## src/rtl/txcwd_pkg.sv

```systemverilog
// Package for the transmit command word decoder: command word field layout,
// reset values and the carrier structs shared by the decoder and its helpers.
// Assumes a single 32-bit word stream fed from the transmit data FIFO.
package txcwd_pkg;

  // First command word fields.
  localparam int unsigned A_FIRST_SEG_BIT = 13;
  localparam int unsigned A_LAST_SEG_BIT = 12;
  localparam int unsigned A_RSVD_BIT = 11;
  localparam int unsigned A_BYTE_CNT_MSB = 10;
  localparam int unsigned A_ALIGN_LSB = 24;
  localparam int unsigned A_ALIGN_MSB = 25;

  // Second command word fields.
  localparam int unsigned B_TAG_LSB = 16;
  localparam int unsigned B_TAG_MSB = 31;
  localparam int unsigned B_RSVD_HI_BIT = 15;
  localparam int unsigned B_CHECKSUM_BIT = 14;
  localparam int unsigned B_CRC_DIS_BIT = 13;
  localparam int unsigned B_PAD_DIS_BIT = 12;
  localparam int unsigned B_LEN_MSB = 10;

  // Status word error bit.
  localparam int unsigned STAT_ERR_BIT = 15;

  // End alignment encodings; any other code falls back to 4 bytes.
  localparam logic [1:0] ALIGN_4 = 2'h0;
  localparam logic [1:0] ALIGN_16 = 2'h1;
  localparam logic [1:0] ALIGN_32 = 2'h2;

  // Reset values.
  localparam logic [15:0] SUM_RST = 16'h0000;
  localparam logic [9:0] IDX_RST = 10'h000;
  localparam logic [31:0] WORD_RST = 32'h0000_0000;

  typedef enum logic [1:0] {
    S_CMD_A,
    S_CMD_B,
    S_DATA
  } txcwd_state_t;

  typedef struct packed {
    logic valid;
    logic [31:0] data;
  } txcwd_word_t;

  typedef struct packed {
    logic valid;
    logic last;
    logic [31:0] data;
  } txcwd_dout_t;

  typedef struct packed {
    logic active;
    logic [15:0] tag;
    logic [10:0] len;
    logic checksum;
    logic no_fcs;
    logic no_pad;
  } txcwd_ctl_t;

  typedef struct packed {
    logic valid;
    logic [31:0] word;
  } txcwd_status_t;

endpackage : txcwd_pkg

```

## src/rtl/txcwd_decoder.sv

```systemverilog
// Transmit command word decoder: parses the two command words ahead of each
// buffer, forwards buffer data, checks the packet length and reports status.
// Assumes words arrive one per valid cycle and are always accepted.
//
// Behaviour
// - First word bits 13/12 open and close packets.
// - Byte count plus alignment sets trailing word count.
// - Length mismatch against summed counts sets error.
// - Packet tag copied into the status word.
// - Tag value carries no meaning for hardware.
// - Checksum only with request, first segment, enable.
// - Second word bit 13 suppresses frame check sequence.
// - Bit 12 stops padding and forces check sequence.
// - Order: first word, second word, then data.
// - Alignment padding words are discarded by device.
`timescale 1ns/10ps
module txcwd_decoder (
  input wire logic clock_i,
  input wire logic rstn_i,
  input txcwd_pkg::txcwd_word_t word_i,
  input wire logic tx_checksum_engine_enable_i,
  input wire logic error_clear_i,
  output txcwd_pkg::txcwd_dout_t data_o,
  output txcwd_pkg::txcwd_ctl_t pkt_ctl_o,
  output txcwd_pkg::txcwd_status_t status_o,
  output logic transmitter_error_flag_o
);
  import txcwd_pkg::*;

  typedef struct packed {
    txcwd_state_t st;
    logic [10:0] bc;
    logic [1:0] align;
    logic fs;
    logic ls;
    logic [9:0] didx;
    logic [15:0] sum;
    logic err;
    logic pkt_err;
    txcwd_ctl_t ctl;
    txcwd_dout_t dout;
    txcwd_status_t status;
  } txcwd_regs_t;

  txcwd_regs_t r_reg;
  txcwd_regs_t r_next;
  logic [9:0] total_words;
  logic [9:0] data_words;
  logic fin;
  logic set_err;

  // Word counts for the buffer whose first command word is latched.
  txcwd_word_count u_count (
    .byte_cnt_i(r_reg.bc),
    .align_i(r_reg.align),
    .total_words_o(total_words),
    .data_words_o(data_words)
  );

  // Parser. Reserved bits are ignored rather than checked, so a host that
  // leaves them dirty still works today but gains nothing in future.
  always_comb begin
    r_next = r_reg;
    r_next.dout.valid = 1'b0;
    r_next.dout.last = 1'b0;
    r_next.status.valid = 1'b0;
    fin = 1'b0;
    set_err = 1'b0;
    if (error_clear_i) begin
      r_next.err = 1'b0;
    end
    if (word_i.valid) begin
      case (r_reg.st)
        S_CMD_A: begin
          r_next.bc = word_i.data[A_BYTE_CNT_MSB:0];
          r_next.align = word_i.data[A_ALIGN_MSB:A_ALIGN_LSB];
          r_next.fs = word_i.data[A_FIRST_SEG_BIT];
          r_next.ls = word_i.data[A_LAST_SEG_BIT];
          r_next.st = S_CMD_B;
        end
        S_CMD_B: begin
          r_next.didx = IDX_RST;
          if (r_reg.fs && !r_reg.ctl.active) begin
            // Controls latch once per packet and stand until it closes.
            r_next.ctl.active = 1'b1;
            r_next.ctl.tag = word_i.data[B_TAG_MSB:B_TAG_LSB];
            r_next.ctl.len = word_i.data[B_LEN_MSB:0];
            r_next.ctl.checksum = word_i.data[B_CHECKSUM_BIT] &
                tx_checksum_engine_enable_i;
            r_next.ctl.no_pad = word_i.data[B_PAD_DIS_BIT];
            r_next.ctl.no_fcs = word_i.data[B_CRC_DIS_BIT] &
                ~word_i.data[B_PAD_DIS_BIT];
            r_next.sum = {5'h00, r_reg.bc};
            r_next.pkt_err = 1'b0;
          end else begin
            // An opening segment inside a packet, or a middle buffer with no
            // packet open, is itself a length fault.
            set_err = 1'b1;
            if (r_reg.ctl.active) begin
              set_err = r_reg.fs;
            end
            r_next.sum = r_reg.sum + {5'h00, r_reg.bc};
            // Keep any segment fault so the closing status reports it too.
            r_next.pkt_err = r_reg.pkt_err | set_err;
          end
          if (total_words == IDX_RST) begin
            fin = 1'b1;
          end else begin
            r_next.st = S_DATA;
          end
        end
        S_DATA: begin
          // Only words holding buffer bytes pass; the aligned tail is eaten.
          if (r_reg.didx < data_words) begin
            r_next.dout.valid = 1'b1;
            r_next.dout.data = word_i.data;
            r_next.dout.last = r_reg.ls && (r_reg.didx == data_words - 10'h001);
          end
          r_next.didx = r_reg.didx + 10'h001;
          if (r_reg.didx == total_words - 10'h001) begin
            fin = 1'b1;
          end
        end
        default: begin
          r_next.st = S_CMD_A;
        end
      endcase
    end
    // Buffer end; a closing segment settles the length check and status.
    if (fin) begin
      r_next.st = S_CMD_A;
      if (r_reg.ls) begin
        r_next.ctl.active = 1'b0;
        r_next.status.valid = 1'b1;
        r_next.status.word = WORD_RST;
        r_next.status.word[B_TAG_MSB:B_TAG_LSB] = r_next.ctl.tag;
        if (r_next.pkt_err || (r_next.sum != {5'h00, r_next.ctl.len})) begin
          set_err = 1'b1;
          r_next.status.word[STAT_ERR_BIT] = 1'b1;
        end
      end
    end
    // A new fault wins over a clear in the same cycle.
    if (set_err) begin
      r_next.err = 1'b1;
    end
  end

  // State register.
  always_ff @(posedge clock_i or negedge rstn_i) begin
    if (!rstn_i) begin
      r_reg <= '0;
    end else begin
      r_reg <= r_next;
    end
  end

  // Outputs straight from the state register.
  assign data_o = r_reg.dout;
  assign pkt_ctl_o = r_reg.ctl;
  assign status_o = r_reg.status;
  assign transmitter_error_flag_o = r_reg.err;
endmodule : txcwd_decoder

```

## src/rtl/txcwd_word_count.sv

```systemverilog
// Word count helper: turns a buffer byte count and its end alignment into
// the number of words the buffer occupies and how many of them carry data.
// Purely combinational; the caller registers whatever it needs.
`timescale 1ns/10ps
module txcwd_word_count (
  input wire logic [10:0] byte_cnt_i,
  input wire logic [1:0] align_i,
  output logic [9:0] total_words_o,
  output logic [9:0] data_words_o
);
  import txcwd_pkg::*;

  logic [11:0] mask;
  logic [11:0] rounded;
  logic [11:0] data_bytes;

  // Round up to the alignment boundary; the padded tail is dropped later.
  always_comb begin
    if (align_i == ALIGN_32) begin
      mask = 12'h01F;
    end else if (align_i == ALIGN_16) begin
      mask = 12'h00F;
    end else begin
      mask = 12'h003;
    end
    rounded = ({1'b0, byte_cnt_i} + mask) & ~mask;
    data_bytes = {1'b0, byte_cnt_i} + 12'h003;
    total_words_o = rounded[11:2];
    data_words_o = data_bytes[11:2];
  end

endmodule : txcwd_word_count

```

## config.mk

```make
export PLATFORM = sky130hd
export DESIGN_NAME = txcwd_decoder
export DESIGN_NICKNAME = d
export VERILOG_FILES = /design/src/rtl/txcwd_pkg.sv /design/src/rtl/txcwd_decoder.sv /design/src/rtl/txcwd_word_count.sv
export SDC_FILE = /design/constraint.sdc
export NUM_CORES = 1
export LEC_CHECK = 0
export BUFFER_PORTS_ARGS = -buffer_cell sky130_fd_sc_hd__clkbuf_2
export CORE_AREA = 2 2 146 148
export DETAILED_ROUTE_END_ITERATION = 6
export DIE_AREA = 0 0 148 150
export PLACE_DENSITY = 0.6
export SYNTH_ARGS = -nofsm -noshare
export SYNTH_HDL_FRONTEND = slang
export SYNTH_SLANG_ARGS = --single-unit
```

## constraint.sdc

```tcl
create_clock -name clock_i -period 3.5 [get_ports clock_i]
set_input_delay 0 -clock clock_i [delete_from_list [all_inputs] [get_ports clock_i]]
set_output_delay 0 -clock clock_i [all_outputs]
set_load 0.05 [all_outputs]
```

==> impl.org <==
** Global route
- Antenna violations before repair :: 0
- The first global-routing pass estimated 31500 µm of wire.
- Entering global routing, the biggest net connects 85 pins.
- Global routing finished with a remaining overflow of 0.
- GR Util All Layers :: 18.1%
- The number of global-route vias before repair was 5904.

** Route
- Across all layers, the routed design uses a little under 6000 vias.
- After detailed routing, the number of remaining DRC violations is 0.
- The first routing iteration left ~330 violations.
- The routed design has 19500 µm of wire.
- Post-DR wirelength/cell :: 16.5 µm
- The first TritonRoute pass finished after 4 iterations.
- In this run the remaining antenna-violating nets after routing total 0.
- Vias per std cell :: 4.98

** Timing
- Setup slack on the critical path of the routed design comes to -0.0445 ns.
- Final hold vios :: 0
- Achievable Freq :: 0.282 GHz
- Max-slew headroom at the worst pin :: 41.8%
- Setup violations remaining at the end of the flow were counted as 16.
- Setup repair after global routing could not meet its margin everywhere.
- Min Clock Period, post-route :: 3.54 ns
- The final max-slew violation count was 0.
- Slew of the pin with the lowest slew margin :: 0.870 ns
- Of the available clock period, the critical path in the final layout requires 101%.
- Maximum clock skew at final layout :: 0.00756 ns

** Setup path
- STA classifies the critical path startpoint as a register.
- For the worst flop-to-flop path, the logic depth is 17.
- In this run the critical register-to-register path is launched from r_reg[129].
- Kind of end point of the critical path :: register
- Crit Path Category :: register to register
- For the worst setup path, the data required time is 3.81 ns.
- CP max FO :: 6
- In this run the critical register-to-register path is captured at status_o[23].
- The worst register-to-register path has a setup slack of -0.04 ns.
- STA puts the critical path data arrival time at 3.85 ns.

** Floorplanning
- The core region is 20700 µm².
- After floorplanning, the core was divided into 53 placement rows.
- Effective utilization at floorplan :: 39.2%
- Number of top-level design ports :: 136
- The die is 150 µm tall.
- The die is ~150 µm wide.
- Die Outline Area :: ~22000 µm²

** Layout
- The number of antenna diodes in the final layout is 0.
- The register with the most flip-flops in the layout has 44 of them.
- Final-layout fill cell count :: 1920
- For this run, the share of the core covered by cells in the final layout is 47.7%.
- The finished layout holds about 1200 standard cells, fillers aside.
- Layout overhead on the synthesized area :: 21.8%
- Total number of nets in the final design :: 971
- In the final layout, the share of cells above drive strength 1 is 36.3%.

** CTS
- Clock tree from TritonCTS :: done
- The clock passes through at most 2 buffers.
- Counting the buffers created by CTS gives 17.
- The tree is rooted in a clkbuf_16.
- Clock transition at the registers of the reported paths :: 0.06 ns
- Clock tree synthesis found a total of 128 sinks.
- The H-tree was split into 4 levels.
- Clock latency on the worst-skew pair, taken at its later pin, is ~0.42 ns.

** Yosys
- Avg Synthesized Cell Area :: just over 10 µm²
- Leading post-synthesis cells by cell area :: dfrtp_1 40%, mux2_2 10%, buf_4 9.1%, ha_1 5.4%, xnor2_1 3.2%
- Top cell type's share of synthesized area :: around two fifths
- The netlist uses 68 different library cells.
- EDFF count, synth :: 0
- Area of the mapped netlist :: 8100 µm²
- The biggest area contributor in the post-synthesis netlist is dfrtp_1.
- Sequential-to-total area share from yosys stat :: 39.5%
- Mapped Cells :: 779
- Synthesis warning total :: 0
- dfrtp_1 is the most common cell in the netlist.
- Async set-or-reset flop fraction in the synthesized netlist :: between 90% and 100%
- Main flop type after synthesis :: dfrtp_1
- Most used standard cells in the synthesized netlist :: 128 x dfrtp_1, 98 x buf_4, 73 x mux2_2, 54 x nand2_1, 36 x nor2_1
- Flops & latches, synth :: around 130

** Outcome
- The final reports fail on setup timing.
- The run finished, with violations left.

** Placed design
- Port buffering added 120 buffers.
- Before CTS, the worst setup slack after placement is -0.381 ns.
- Routability-driven placement congestion ratio :: 0.855
- Cell Count Post-Placement :: 1110
- Once detailed placement completed, the half-perimeter wirelength came to 14000 µm.

** Flow run
- Reported max-cap violation count :: 0

** Worst hold path
- Worst min path class :: primary input to asynchronous set/reset pin
[worst max-delay path by stage]
stage	from	to	depth (start not counted)
floorplan	r_reg[131]	data_o[10]	12
global placement	r_reg[129]	status_o[15]	14
detailed placement	r_reg[129]	status_o[15]	14
CTS	r_reg[129]	status_o[27]	19
global route	r_reg[128]	status_o[19]	20
finish	r_reg[129]	status_o[23]	17
[per-stage QoR]
stage | hold slack (ns) | cell area, µm² | TNS, ns
after floorplan | -0.296 | 8210 | 0
after detailed placement | 0.124 | 8700 | -6.55
after global placement | 0.121 | 8700 | -5.45
final | 0.189 | 9870 | -0.448
after CTS | 0.242 | 9830 | -0.938
after global routing | 0.257 | 9870 | -7.31
[layout by cell type, fill, tap and decap left out, types with 15 or more instances in the layout]
| master | n |
|---|---|
| mux2_4 | 16 |
| clkbuf_2 | 119 |
| a21oi_1 | 31 |
| dfrtp_1 | 127 |
| mux2_2 | 73 |
| buf_4 | 53 |
| xnor2_1 | 30 |
| dlygate4sd3_1 | 38 |
| inv_1 | 20 |
| nand2_1 | 53 |
| conb_1 | 15 |
| xor2_1 | 24 |
| nor2_1 | 36 |
| clkbuf_16 | 18 |
| o21ai_0 | 29 |
| ha_1 | 31 |
[routing by layer]
layer / track usage (%) / vias up / share of wire, %
met3: 3.54 / 28 / 3.6
li1: - / 2897 / -
met2: 30.4 / 117 / 49
met1: 23.8 / 2870 / 46
met4: 5.48 / 0 / 1.8
met5: 0 / - / 0
[worst max-delay path: stages, from the launching register on]
cell and delay, ns:
dfrtp_1 0.40, ha_4 0.29, inv_4 0.04, ha_4 0.24, or3_4 0.35, nand3_4 0.08, ha_4 0.14, inv_2 0.04
a211oi_4 0.17, nand3_2 0.15, mux2i_2 0.21, xor2_1 0.16, nand4_1 0.12, nor4_2 0.30, buf_4 0.17, o21ai_4 0.08
clkbuf_16 0.19, mux2_4 0.29
[layout make-up]
cell class,count,area [µm²],area share (%)
clock buffers,20,447,4.53
inverters,23,88.8,0.900
repair buffers,217,1480,15.0
clock inverters,12,181,1.84
flip-flops and latches,128,3200,32.5
multi-input cells,511,4120,41.7
well taps,275,344,3.49
[logic make-up (layout without fill, tap and decap cells)]
family | count (synthesis) | after routing | share of synthesized area [%]
xor+xnor | 54 | 54 | 5.84
fa+ha+maj | 36 | 36 | 5.65
flops | 128 | 128 | 39.5
simple gates | 171 | 171 | 10.7
compound gates | 134 | 134 | 11.6
buf+inv | 154 | 272 | 12.1
mux | 101 | 101 | 14.6
other cells | 1 | 15 | 0.0463
[repair_timing]
action | 4_1_cts | 5_1_grt
pin swaps | 15 | 12
endpoints found under the hold margin | 175 | 0
gates resized for setup | 13 | 9
endpoints found under the setup margin | 20 | 54
hold buffers | 38 | 0
cloned | 1 | 0
setup buffers | 4 | 2
Power is not shown: default switching activity piles up to over one toggle a cycle in this logic, so the estimate is an artifact.
